## config.mk

```make
export PLATFORM = sky130hd
export DESIGN_NAME = etc_event_time_comparator
export DESIGN_NICKNAME = d
export VERILOG_FILES = /design/src/hdl/etc_pkg.sv /design/src/hdl/etc_event_time_comparator.sv
export SDC_FILE = /design/constraint.sdc
export NUM_CORES = 1
export LEC_CHECK = 0
export ABC_AREA = 1
export BUFFER_PORTS_ARGS = -buffer_cell sky130_fd_sc_hd__buf_4
export CAP_MARGIN = 25
export CORE_ASPECT_RATIO = 1.4
export CORE_MARGIN = 2
export CORE_UTILIZATION = 55
export CTS_CLUSTER_DIAMETER = 200
export DETAILED_ROUTE_END_ITERATION = 6
export GPL_ROUTABILITY_DRIVEN = 0
export GPL_TIMING_DRIVEN = 0
export PLACE_DENSITY = 0.83
export SETUP_SLACK_MARGIN = 0.1
export SYNTH_ARGS = -nofsm -noshare
export SYNTH_HDL_FRONTEND = slang
export SYNTH_HIERARCHICAL = 1
export SYNTH_SLANG_ARGS = --single-unit
```

## constraint.sdc

```tcl
create_clock -name ref_clk -period 4.2 [get_ports ref_clk]
set_input_delay 0.84 -clock ref_clk [delete_from_list [all_inputs] [get_ports ref_clk]]
set_output_delay 0.84 -clock ref_clk [all_outputs]
set_load 0.02 [all_outputs]
```

## src/hdl/etc_pkg.sv

```systemverilog
package etc_pkg;

    // Cascade shape: six sub-second digits, then s, 10 s, min, 10 min, h, 10 h
    localparam int NUM_STAGES = 12;
    localparam int DIGIT_W = 4;

    // Timing
    localparam int CLK_PERIOD_NS = 20;
    localparam int REF_PERIOD_NS = 1000;
    localparam int NS_PER_US = 1000;
    localparam int PULSE_WIDTH_US = 10;
    localparam int PULSE_REF_CYCLES = PULSE_WIDTH_US * NS_PER_US / REF_PERIOD_NS;
    localparam int PULSE_CYCLES = PULSE_REF_CYCLES * REF_PERIOD_NS / CLK_PERIOD_NS;
    localparam int PULSE_CNT_W = 9;
    localparam logic [PULSE_CNT_W-1:0] PULSE_LOAD = PULSE_CNT_W'(PULSE_CYCLES - 1);
    localparam logic [PULSE_CNT_W-1:0] PULSE_DONE = 9'h000;

    // Repetition rate codes
    localparam logic [2:0] RATE_SEC = 3'h0;
    localparam logic [2:0] RATE_TEN_SEC = 3'h1;
    localparam logic [2:0] RATE_MIN = 3'h2;
    localparam logic [2:0] RATE_HOUR = 3'h3;
    localparam logic [2:0] RATE_DAY = 3'h4;

    // Cascade stages taking part for each rate
    localparam logic [3:0] STAGES_NONE = 4'h0;
    localparam logic [3:0] STAGES_SEC = 4'h6;
    localparam logic [3:0] STAGES_TEN_SEC = 4'h7;
    localparam logic [3:0] STAGES_MIN = 4'h8;
    localparam logic [3:0] STAGES_HOUR = 4'hA;
    localparam logic [3:0] STAGES_DAY = 4'hC;

    // Register map
    localparam int ADDR_W = 8;
    localparam int DATA_W = 32;
    localparam logic [ADDR_W-1:0] ADDR_CTRL = 8'h00;
    localparam logic [ADDR_W-1:0] ADDR_STATUS = 8'h04;
    localparam logic [ADDR_W-1:0] ADDR_COUNT_A = 8'h08;
    localparam logic [ADDR_W-1:0] ADDR_COUNT_B = 8'h0C;
    localparam logic [ADDR_W-1:0] ADDR_CASCADE = 8'h10;

    localparam int CHAN_A = 0;
    localparam int CHAN_B = 1;
    localparam int NUM_CHAN = 2;
    localparam int COUNT_W = 16;
    localparam logic [COUNT_W-1:0] COUNT_ONE = 16'h0001;
    localparam logic [COUNT_W-1:0] COUNT_ZERO = 16'h0000;

    typedef logic [NUM_STAGES-1:0][DIGIT_W-1:0] etc_digits_type;

    typedef struct packed {
        logic [ADDR_W-1:0] addr;
        logic [DATA_W-1:0] wdata;
        logic wr;
        logic rd;
    } etc_bus_type;

    typedef struct packed {
        logic inhibit;
        logic [2:0] rate_b;
        logic [2:0] rate_a;
    } etc_ctrl_type;

    localparam etc_ctrl_type CTRL_RESET = 7'h40;

    typedef struct packed {
        logic [NUM_CHAN-1:0] overlap;
        logic [NUM_CHAN-1:0] match;
        logic [NUM_CHAN-1:0] active;
    } etc_status_type;

    typedef enum logic {
        ST_IDLE = 1'b0,
        ST_FIRE = 1'b1
    } etc_state_type;

    typedef struct packed {
        etc_state_type state;
        logic [PULSE_CNT_W-1:0] cnt;
        logic eq_prev;
        logic overlap;
        logic [COUNT_W-1:0] count;
    } etc_chan_type;

    typedef struct packed {
        etc_ctrl_type ctrl;
        etc_chan_type [NUM_CHAN-1:0] chan;
        logic [DATA_W-1:0] rdata;
    } etc_state_all_type;

    function automatic logic [3:0] etc_rate_stages(input logic [2:0] rate);
        logic [3:0] n;
        case (rate)
            RATE_SEC: n = STAGES_SEC;
            RATE_TEN_SEC: n = STAGES_TEN_SEC;
            RATE_MIN: n = STAGES_MIN;
            RATE_HOUR: n = STAGES_HOUR;
            RATE_DAY: n = STAGES_DAY;
            default: n = STAGES_NONE;
        endcase
        return n;
    endfunction

endpackage

```

## src/hdl/etc_event_time_comparator.sv

```systemverilog
// What this block does
// - Compare running time with preset, emit 10 us pulse
// - Twelve chained 4-bit digit equality stages
// - Rising final equality launches the event pulse
// - Five selectable rates; slower rates use more stages
// - Per-second mode uses first six stages only
// - Day digits never take part in matching
// - Inhibit high blocks pulses, low allows them
// - Outputs A and B each select own rate
//
// Implementation choices: strobed register access and the register addresses.
`timescale 1ns/100ps

module etc_event_time_comparator (
    input wire logic ref_clk,
    input wire logic rst_n,
    input wire logic clk_en,
    input wire etc_pkg::etc_digits_type time_digits,
    input wire etc_pkg::etc_digits_type preset_digits,
    input wire etc_pkg::etc_bus_type bus_req,
    output logic [etc_pkg::DATA_W-1:0] bus_rdata,
    output logic event_a,
    output logic event_b
);

    etc_pkg::etc_state_all_type s_reg;
    etc_pkg::etc_state_all_type s_next;

    // Cascade: entry 0 is the always-high head, entry i+1 is the output of stage i
    logic [etc_pkg::NUM_STAGES:0] eq_chain;
    logic [etc_pkg::NUM_CHAN-1:0] match;
    logic [etc_pkg::NUM_CHAN-1:0] start;
    logic [etc_pkg::NUM_CHAN-1:0] eq_prev;
    logic [etc_pkg::NUM_CHAN-1:0][2:0] rate;
    logic [etc_pkg::NUM_STAGES-1:0] cascade;
    logic [etc_pkg::DATA_W-1:0] rd_word;
    logic ctrl_we;
    logic [etc_pkg::NUM_CHAN-1:0] clr_overlap;
    logic [etc_pkg::NUM_CHAN-1:0] clr_count;
    etc_pkg::etc_status_type status;

    assign eq_chain[0] = 1'b1;
    assign cascade = eq_chain[etc_pkg::NUM_STAGES:1];

    genvar gi;
    generate
        for (gi = 0; gi < etc_pkg::NUM_STAGES; gi++) begin : g_stage
            // A stage only reports equality when every stage before it does
            etc_digit_stage stage_inst (
                .eq_in(eq_chain[gi]),
                .time_digit(time_digits[gi]),
                .preset_digit(preset_digits[gi]),
                .eq_out(eq_chain[gi + 1])
            );
        end
    endgenerate

    // The day-of-year digits are not even wired in; the longest rate stops at stage 12
    assign rate[etc_pkg::CHAN_A] = s_reg.ctrl.rate_a;
    assign rate[etc_pkg::CHAN_B] = s_reg.ctrl.rate_b;

    genvar gc;
    generate
        for (gc = 0; gc < etc_pkg::NUM_CHAN; gc++) begin : g_chan
            assign eq_prev[gc] = s_reg.chan[gc].eq_prev;

            etc_rate_match rate_inst (
                .rate(rate[gc]),
                .eq_chain(eq_chain),
                .match(match[gc])
            );

            // Launch on the rising edge only, so a long coincidence gives one pulse
            etc_edge_gate gate_inst (
                .match(match[gc]),
                .eq_prev(eq_prev[gc]),
                .inhibit(s_reg.ctrl.inhibit),
                .start(start[gc])
            );
        end
    endgenerate

    always_comb begin
        status.active[etc_pkg::CHAN_A] = (s_reg.chan[etc_pkg::CHAN_A].state == etc_pkg::ST_FIRE);
        status.active[etc_pkg::CHAN_B] = (s_reg.chan[etc_pkg::CHAN_B].state == etc_pkg::ST_FIRE);
        status.match = match;
        status.overlap[etc_pkg::CHAN_A] = s_reg.chan[etc_pkg::CHAN_A].overlap;
        status.overlap[etc_pkg::CHAN_B] = s_reg.chan[etc_pkg::CHAN_B].overlap;
    end

    etc_write_decode write_inst (
        .bus_req(bus_req),
        .ctrl_we(ctrl_we),
        .clr_overlap(clr_overlap),
        .clr_count(clr_count)
    );

    etc_read_mux read_inst (
        .addr(bus_req.addr),
        .ctrl(s_reg.ctrl),
        .status(status),
        .count_a(s_reg.chan[etc_pkg::CHAN_A].count),
        .count_b(s_reg.chan[etc_pkg::CHAN_B].count),
        .cascade(cascade),
        .rd_word(rd_word)
    );

    always_comb begin
        s_next = s_reg;
        s_next.rdata = '0;

        // Software writes come first so that a hardware event in the same cycle wins
        if (ctrl_we) begin
            s_next.ctrl = bus_req.wdata[$bits(etc_pkg::etc_ctrl_type)-1:0];
        end
        for (int ch = 0; ch < etc_pkg::NUM_CHAN; ch++) begin
            if (clr_overlap[ch]) begin
                s_next.chan[ch].overlap = 1'b0;
            end
            if (clr_count[ch]) begin
                s_next.chan[ch].count = etc_pkg::COUNT_ZERO;
            end
        end

        for (int ch = 0; ch < etc_pkg::NUM_CHAN; ch++) begin
            s_next.chan[ch].eq_prev = match[ch];
            case (s_reg.chan[ch].state)
                etc_pkg::ST_IDLE: begin
                    if (start[ch]) begin
                        s_next.chan[ch].state = etc_pkg::ST_FIRE;
                        s_next.chan[ch].cnt = etc_pkg::PULSE_LOAD;
                        s_next.chan[ch].count = s_next.chan[ch].count + etc_pkg::COUNT_ONE;
                    end
                end
                etc_pkg::ST_FIRE: begin
                    // A second edge inside the pulse is only noted, never stretches it
                    if (start[ch]) begin
                        s_next.chan[ch].overlap = 1'b1;
                    end
                    if (s_reg.chan[ch].cnt == etc_pkg::PULSE_DONE) begin
                        s_next.chan[ch].state = etc_pkg::ST_IDLE;
                    end else begin
                        s_next.chan[ch].cnt = s_reg.chan[ch].cnt - 9'h001;
                    end
                end
                default: begin
                    s_next.chan[ch].state = etc_pkg::ST_IDLE;
                end
            endcase
        end

        // Read data is registered so it stands exactly in the cycle after the strobe
        if (bus_req.rd) begin
            s_next.rdata = rd_word;
        end
    end

    // Everything holds while the clock enable is low, including the pulse timer
    always_ff @(posedge ref_clk or negedge rst_n) begin
        if (!rst_n) begin
            s_reg.ctrl <= etc_pkg::CTRL_RESET;
            s_reg.rdata <= '0;
            for (int ch = 0; ch < etc_pkg::NUM_CHAN; ch++) begin
                s_reg.chan[ch].state <= etc_pkg::ST_IDLE;
                s_reg.chan[ch].cnt <= etc_pkg::PULSE_DONE;
                // Start high so a match standing at reset does not fire
                s_reg.chan[ch].eq_prev <= 1'b1;
                s_reg.chan[ch].overlap <= 1'b0;
                s_reg.chan[ch].count <= etc_pkg::COUNT_ZERO;
            end
        end else if (clk_en) begin
            s_reg <= s_next;
        end
    end

    assign bus_rdata = s_reg.rdata;
    assign event_a = (s_reg.chan[etc_pkg::CHAN_A].state == etc_pkg::ST_FIRE);
    assign event_b = (s_reg.chan[etc_pkg::CHAN_B].state == etc_pkg::ST_FIRE);

endmodule

module etc_digit_stage (
    input wire logic eq_in,
    input wire logic [etc_pkg::DIGIT_W-1:0] time_digit,
    input wire logic [etc_pkg::DIGIT_W-1:0] preset_digit,
    output logic eq_out
);

    logic [etc_pkg::DIGIT_W-1:0] bit_agree;

    // One agreement bit per weight, so each of the four conditions stays visible
    assign bit_agree = ~(time_digit ^ preset_digit);
    // Equality is qualified by the stage before, so a break anywhere stops the chain
    assign eq_out = eq_in && (&bit_agree);

endmodule

module etc_rate_match (
    input wire logic [2:0] rate,
    input wire logic [etc_pkg::NUM_STAGES:0] eq_chain,
    output logic match
);

    logic [3:0] stages;

    // Codes five to seven select no stages, which silences that output
    always_comb begin
        stages = etc_pkg::etc_rate_stages(rate);
        match = 1'b0;
        if (stages != etc_pkg::STAGES_NONE) begin
            match = eq_chain[stages];
        end
    end

endmodule

module etc_edge_gate (
    input wire logic match,
    input wire logic eq_prev,
    input wire logic inhibit,
    output logic start
);

    logic rise;

    // Inhibit gates new launches and overlap flags alike; a pulse already running completes
    assign rise = match && !eq_prev;
    assign start = rise && !inhibit;

endmodule

module etc_write_decode (
    input wire etc_pkg::etc_bus_type bus_req,
    output logic ctrl_we,
    output logic [etc_pkg::NUM_CHAN-1:0] clr_overlap,
    output logic [etc_pkg::NUM_CHAN-1:0] clr_count
);

    localparam int OVL_LSB = $bits(etc_pkg::etc_status_type) - etc_pkg::NUM_CHAN;

    // Unmapped addresses decode to nothing, so such writes are dropped
    always_comb begin
        ctrl_we = 1'b0;
        clr_overlap = '0;
        clr_count = '0;
        if (bus_req.wr) begin
            case (bus_req.addr)
                etc_pkg::ADDR_CTRL: begin
                    ctrl_we = 1'b1;
                end
                etc_pkg::ADDR_STATUS: begin
                    clr_overlap = bus_req.wdata[OVL_LSB +: etc_pkg::NUM_CHAN];
                end
                etc_pkg::ADDR_COUNT_A: begin
                    clr_count[etc_pkg::CHAN_A] = 1'b1;
                end
                etc_pkg::ADDR_COUNT_B: begin
                    clr_count[etc_pkg::CHAN_B] = 1'b1;
                end
                default: begin
                    ctrl_we = 1'b0;
                end
            endcase
        end
    end

endmodule

module etc_read_mux (
    input wire logic [etc_pkg::ADDR_W-1:0] addr,
    input wire etc_pkg::etc_ctrl_type ctrl,
    input wire etc_pkg::etc_status_type status,
    input wire logic [etc_pkg::COUNT_W-1:0] count_a,
    input wire logic [etc_pkg::COUNT_W-1:0] count_b,
    input wire logic [etc_pkg::NUM_STAGES-1:0] cascade,
    output logic [etc_pkg::DATA_W-1:0] rd_word
);

    // Unused upper bits and unmapped addresses read as zero
    always_comb begin
        rd_word = '0;
        case (addr)
            etc_pkg::ADDR_CTRL: begin
                rd_word = etc_pkg::DATA_W'(ctrl);
            end
            etc_pkg::ADDR_STATUS: begin
                rd_word = etc_pkg::DATA_W'(status);
            end
            etc_pkg::ADDR_COUNT_A: begin
                rd_word = etc_pkg::DATA_W'(count_a);
            end
            etc_pkg::ADDR_COUNT_B: begin
                rd_word = etc_pkg::DATA_W'(count_b);
            end
            etc_pkg::ADDR_CASCADE: begin
                rd_word = etc_pkg::DATA_W'(cascade);
            end
            default: begin
                rd_word = '0;
            end
        endcase
    end

endmodule

```

[Word level (Yosys, flattened, before mapping)]
Cells that the tools add are included.
Storage, ports and cells
  flip-flop bits (word level): 95
  output and inout bits: 34
Operators by class
  eq/ne operators: 16
  multiplexer cells: 37
  reduce and logical (&&, ||, !) cells: 40
  add/sub/neg operators: 4
  order comparisons: 2
  bitwise gates (word level): 26
Operators with widths (number)
  two-way mux 16 bit: 6
  case mux 16 bit (5 select lines): 1
  NOT 4 bit: 12
  AND reduction 4 bit: 12
  XOR 4 bit: 12
  case mux 10 bit (2 select lines): 2
  case mux 4 bit (5 select lines): 2
  adder 16 x 1 -> 16 bit, second input constant: 2
  two-way mux 32 bit: 1
  two-way mux 10 bit: 2
  zero test 9 bit: 2
  two-way mux 9 bit: 2
  subtractor 9 x 1 -> 9 bit, second input constant: 2
  equality test 8 x 4 -> 1 bit, second input constant: 2
  two-way mux 1 bit: 16
  logical AND 1 bit: 15
  equality test 3 x 2 -> 1 bit, second input constant: 4
  < comparator 4 x 5 -> 1 bit, second input constant: 2
  binary-select mux 1 bit (select 4 bit): 2
  equality test 8 x 3 -> 1 bit, second input constant: 1
  equality test 8 x 5 -> 1 bit, second input constant: 1
  zero test 8 bit: 1
  nonzero test 4 bit: 2
  equality test 3 x 1 -> 1 bit, second input constant: 2
  9 further kinds: 19

[Longest topological paths before layout]
  depth in word-level cells: 21
  gate-level depth with buffers: 63
  depth with buffers taken out: 63

[Modules after synthesis]
Netlist, hierarchy kept.
Modules (own cells, without submodules)
  etc_event_time_comparator: cells each 640, times used 1, area each 5086.1 µm²
  etc_digit_stage: cells each 20, times used 12, area each 86.3 µm²
  etc_read_mux: cells each 155, times used 1, area each 817.0 µm²
  etc_rate_match: cells each 17, times used 2, area each 68.8 µm²
  etc_write_decode: cells each 28, times used 1, area each 108.9 µm²
  etc_edge_gate: cells each 3, times used 2, area each 13.8 µm²

[Worst setup path before layout]
No wires, ideal clock.
  path kind: input-to-reg
  start: input preset_digits[0] (netlist bit)
  end: register s_reg[45] (netlist bit)
  stages on the path: 61
  arrival: 6.483 ns
  setup slack: -2.400 ns
  path through: inv_1 a21oi_1 nand3_1 nor2_1 inv_1 a21oi_1 nand3_1 nor2_1 inv_1 a21oi_1 nand3_1 nor2_1 inv_1 a21oi_1 nand3_1 nor2_1 inv_1 a21oi_1 [... 25 more ...] nor2_1 inv_1 a21oi_1 nand3_1 nor2_1 nand4_1 nand2_1 nand2_1 nor2_2 inv_2 nor2_4 nand2_4 nor2_4 nand3_2 nor2_2 nand2_1 nand2_1 nand2_1
Between the ends
  word-level cells in the longest chain between the ends: 21
Ends and longest elaborated chain
  from (decl): line etc_event_time_comparator.sv:19  | input wire etc_pkg::etc_digits_type preset_digits,
  XOR 4 bit: line etc_event_time_comparator.sv:192  | assign bit_agree = ~(time_digit ^ preset_digit);
  NOT 4 bit: line etc_event_time_comparator.sv:192
  AND reduction 4 bit: line etc_event_time_comparator.sv:194  | assign eq_out = eq_in && (&bit_agree);
  net cascade, one bit: line etc_event_time_comparator.sv:35  | logic [etc_pkg::NUM_STAGES-1:0] cascade;
  logical AND 1 bit: line etc_event_time_comparator.sv:194
  net cascade, one bit: line etc_event_time_comparator.sv:35
  logical AND 1 bit: line etc_event_time_comparator.sv:194
  net cascade, one bit: line etc_event_time_comparator.sv:35
  [... 1 more ...]
  net cascade, one bit: line etc_event_time_comparator.sv:35
  [... 1 more ...]
  net cascade, one bit: line etc_event_time_comparator.sv:35
  [... 1 more ...]
  net cascade, one bit: line etc_event_time_comparator.sv:35
  [... 1 more ...]
  net cascade, one bit: line etc_event_time_comparator.sv:35
  [... 1 more ...]
  net cascade, one bit: line etc_event_time_comparator.sv:35
  [... 1 more ...]
  net cascade, one bit: line etc_event_time_comparator.sv:35
  [... 1 more ...]
  net cascade, one bit: line etc_event_time_comparator.sv:35
  [... 1 more ...]
  net cascade, one bit: line etc_event_time_comparator.sv:35
  [... 1 more ...]
  net cascade, one bit: line etc_event_time_comparator.sv:35
  [... 1 more ...]
  two-way mux 1 bit (implied by the code): line etc_event_time_comparator.sv:211  | match = eq_chain[stages];
  two-way mux 1 bit: line etc_event_time_comparator.sv:210  | if (stages != etc_pkg::STAGES_NONE) begin
  net match, one bit: line etc_event_time_comparator.sv:31  | logic [etc_pkg::NUM_CHAN-1:0] match;
  logical AND 1 bit: line etc_event_time_comparator.sv:227  | assign rise = match && !eq_prev;
  logical AND 1 bit: line etc_event_time_comparator.sv:228  | assign start = rise && !inhibit;
  net start, one bit: line etc_event_time_comparator.sv:32  | logic [etc_pkg::NUM_CHAN-1:0] start;
  two-way mux 16 bit: line etc_event_time_comparator.sv:129  | if (start[ch]) begin
  two-way mux 16 bit: line etc_event_time_comparator.sv:127  | case (s_reg.chan[ch].state)
  to (signal assigned): line etc_event_time_comparator.sv:172  | s_reg <= s_next;
  to (decl): line etc_event_time_comparator.sv:26  | etc_pkg::etc_state_all_type s_reg;
The timed path passes the listed nets, and every way through them passes these cells. The select of a mux whose other input is x is not followed.
A chain may end at the register's enable or synchronous reset.

[Final worst setup path]
  start: input preset_digits[0] (netlist bit)
  end: register s_reg[72] (netlist bit)
The elaborated chain is that of the path after synthesis.

==> results.tsv <==
stage	metric	value	unit
status	outcome	finished, violations left	
status	failing checks	setup timing	
timing	highest clock rate	0.150	GHz
detailed_routing	DRT Pass-1 Iters	5	
place	hpwl dp	14600	um
worst_setup_path	Arr. time, crit path	6.96	ns
synth	most common cell in the netlist	nand2_1	
power	Power Density	282	nW/um^2
clocking	Skew-Pair Late Insertion Delay	0.35	ns
grt	initial antenna violation count	0	
grt	met3 usage	4.77	%
detailed_routing	via count	7731	
grt	busiest grt layer	met2	
synth	synthesized area	7210	um^2
floorplanning	CORE AREA	12800	um^2
power	VDD IR max	0.362	mV
detailed_routing	Post-route DRC	0	
floorplanning	Die ar.	14100	um^2
synth	syn avg cell area	6.54	um^2
grt	met2 global-route usage	55.5	%
timing	Setup WS post-layout	-2.47	ns
synth	Synth top area share	31.9	%
timing	Slew Limit Headroom	51.9	%
timing	clock skew	0.00912	ns
timing	period utilization	159	%
worst_setup_path	Critical-path top delay cell	nor2_4	
synth	synth warn	6	
worst_setup_path	CP endpoint kind	flip-flop	
cells_and_area	layout cells sized above 1	33.7	%
synth	most used flip-flop cell after synthesis	dfrtp_1	
clocking	CTS clk-pin slew, worst paths	0.07	ns
timing	min Tclk post-route	6.67	ns
power	LEAKAGE	0.00562	uW
worst_setup_path	most frequent CP cell	a21oi_2	
synth	sequential area share after synthesis	33.0	%
worst_setup_path	slowest cell delay on critical path	0.20	ns
worst_setup_path	Worst Path Max Fanout	7	
timing	Worst-Margin Slew	0.716	ns
cells_and_area	area delta synth->final	38.9	%
grt	grt ovf	0	
timing	RSZ-0062 raised after global routing	yes	
synth	EDFF count, synth	0	
worst_setup_path	CP startpoint kind	input port	
clocking	Max Root-Sink Buffers	2	
detailed_routing	Detailed Route WL	22200	um
floorplanning	die width	101	um
clocking	clock sinks	95	
timing	Hold Fails Final Rpt	0	
run	Max Cap Viol	0	
worst_hold_path	min-delay worst type	reg -> reg	
detailed_routing	via/cell ratio	5.16	
synth	synthesized instance count	1103	
worst_setup_path	Worst EP required	4.49	ns
cells_and_area	max reg flops	53	
detailed_routing	Iteration-0 DRC Markers	543	
synth	synth top area cells	dfrtp_1, nand2_1, nand3_1, inv_1, buf_4	
floorplanning	Site Rows	49	
clocking	clk root buf	clkbuf_16	
detailed_routing	ANT nets after route	0	
grt	vias in the first global route	7417	
synth	count of different cell masters after synthesis	40	
timing	Final setup viols	62	
cells_and_area	Final Util	78.2	%
clocking	# hold bufs at CTS	0	
clocking	CTS tree	built	
cells_and_area	diode count	0	
detailed_routing	wire per inst	14.8	um
grt	first-pass GRT wire length	33700	um
floorplanning	# IOs	175	
worst_setup_path	CP Class	in -> reg	
timing	Slew Viols, Final	0	
synth	flops & latches, synth	95	
synth	Async S/R FF share, synth	100	%
floorplanning	die height	140	um
place	port bufs	149	
place	worst slack at placement	-4.09	ns
floorplanning	Initial Utilization	56.3	%
grt	met1 Track Usage GR	31.5	%
clocking	H-tree depth	3	
clocking	Inserted Clock Buffers	9	
synth	leading area contributor after synthesis	dfrtp_1	
grt	total track usage	30.2	%
cells_and_area	Final nets	1486	
synth	most frequent cells after synthesis	nand2_1, inv_1, nand3_1, dfrtp_1, nor2_1	
grt	largest net degree at the start of global routing	52	
==> layer usage <==
layer / wire length (um) / up-vias
met5: 0 / -
met4: 1160 / 0
met3: 1310 / 91
met2: 11800 / 307
met1: 7860 / 3575
li1: - / 3758
==> worst max-delay path, delay by kind of cell <==
kind	cells	cell delay [ns]
AO/OA/AOI/OAI	12	1.33
buffers and inverters	15	0.85
AND/OR/NAND/NOR	35	3.89
==> stage by stage <==
stage	total power, uW	cells	hold WS (ns)	cell area [um^2]	setup TNS (ns)
2_1_floorplan	1680	1118	0.442	7360	-106.36
3_3_place_gp	1930	1420	0.455	8670	-219.13
3_5_place_dp	1950	1421	0.457	8700	-226.27
4_1_cts	2780	1484	0.477	9670	-139.12
5_1_grt	2990	1499	0.491	10000	-168.26
6_report	2820	1499	0.474	10000	-131.30
==> report_power, final <==
group | internal [uW] | leakage (uW) | switching (uW)
clock network | 423 | 0.000136 | 365
logic | 376 | 0.00428 | 522
registers | 1030 | 0.00121 | 104
total | 1830 | 0.00562 | 990
==> path summary, 6_finish.rpt <==
| kind | from | to | slack, ns | depth (start not counted) |
|---|---|---|---|---|
| max | preset_digits[0] | s_reg[72]$_DFFE_PN0P_ | -2.47 | 62 |
| min | bus_rdata[6]$_DFFE_PN0P_ | bus_rdata[6]$_DFFE_PN0P_ | 0.47 | 2 |
| max reg2reg | rate[4]$_DFFE_PN0P_ | s_reg[72]$_DFFE_PN0P_ | 2.05 | 16 |
| min reg2reg | bus_rdata[6]$_DFFE_PN0P_ | bus_rdata[6]$_DFFE_PN0P_ | 0.47 | 2 |
| max in group asynchronous | rst_n | eq_prev[0]$_DFFE_PN1P_ | 2.99 | 2 |
| min in group asynchronous | rst_n | s_reg[71]$_DFFE_PN0P_ | 0.49 | 1 |
==> logic make-up after synthesis <==
group | after synthesis | share of synthesized area [%]
xor+xnor | 25 | 3.04
mux | 7 | 1.09
fa+ha+maj | 4 | 0.694
simple gates | 653 | 41.1
compound gates | 39 | 2.93
buf+inv | 278 | 18.0
flops | 95 | 33.0
other cells | 2 | 0.104
==> placed cells by master, fill, tap and decap left out, types with 6 or more instances in the layout <==
| cell type | synthesis | layout |
|---|---|---|
| a21oi_2 | 2 | 16 |
| buf_2 | 6 | 6 |
| buf_4 | 50 | 223 |
| buf_6 | 7 | 40 |
| clkbuf_16 | 0 | 9 |
| conb_1 | 2 | 17 |
| dfrtp_1 | 92 | 92 |
| inv_1 | 187 | 173 |
| inv_2 | 15 | 25 |
| mux2_2 | 7 | 7 |
| nand2_1 | 326 | 308 |
| nand2_2 | 6 | 18 |
| nand2_4 | 4 | 9 |
| nand3_1 | 147 | 124 |
| nand3_2 | 4 | 24 |
| nand4_1 | 13 | 13 |
| nor2_1 | 92 | 71 |
| nor2_2 | 10 | 15 |
| nor2_4 | 8 | 24 |
| o21ai_0 | 16 | 7 |
| o21ai_1 | 2 | 6 |
| or2_1 | 36 | 36 |
| xor2_1 | 19 | 17 |
==> final cells by class <==
| class | instances | area (um^2) |
|---|---|---|
| Multi-Input combinational cell | 745 | 4050 |
| Fill cell | 873 | 2800 |
| Sequential cell | 95 | 2380 |
| Timing Repair Buffer | 212 | 1780 |
| Inverter | 209 | 823 |
| Buffer | 69 | 507 |
| Clock buffer | 11 | 243 |
| Tap cell | 153 | 191 |
| Clock inverter | 5 | 42.5 |
==> timing repair <==
item                                    in CTS  in global routing
endpoints found under the hold margin        0                  0
resized for setup                           89                 64
endpoints found under the setup margin      64                 64
gates cloned                                 0                  0
pin swaps                                   75                 70
setup buffers                               61                 25
(Power assumes the default switching activity.)
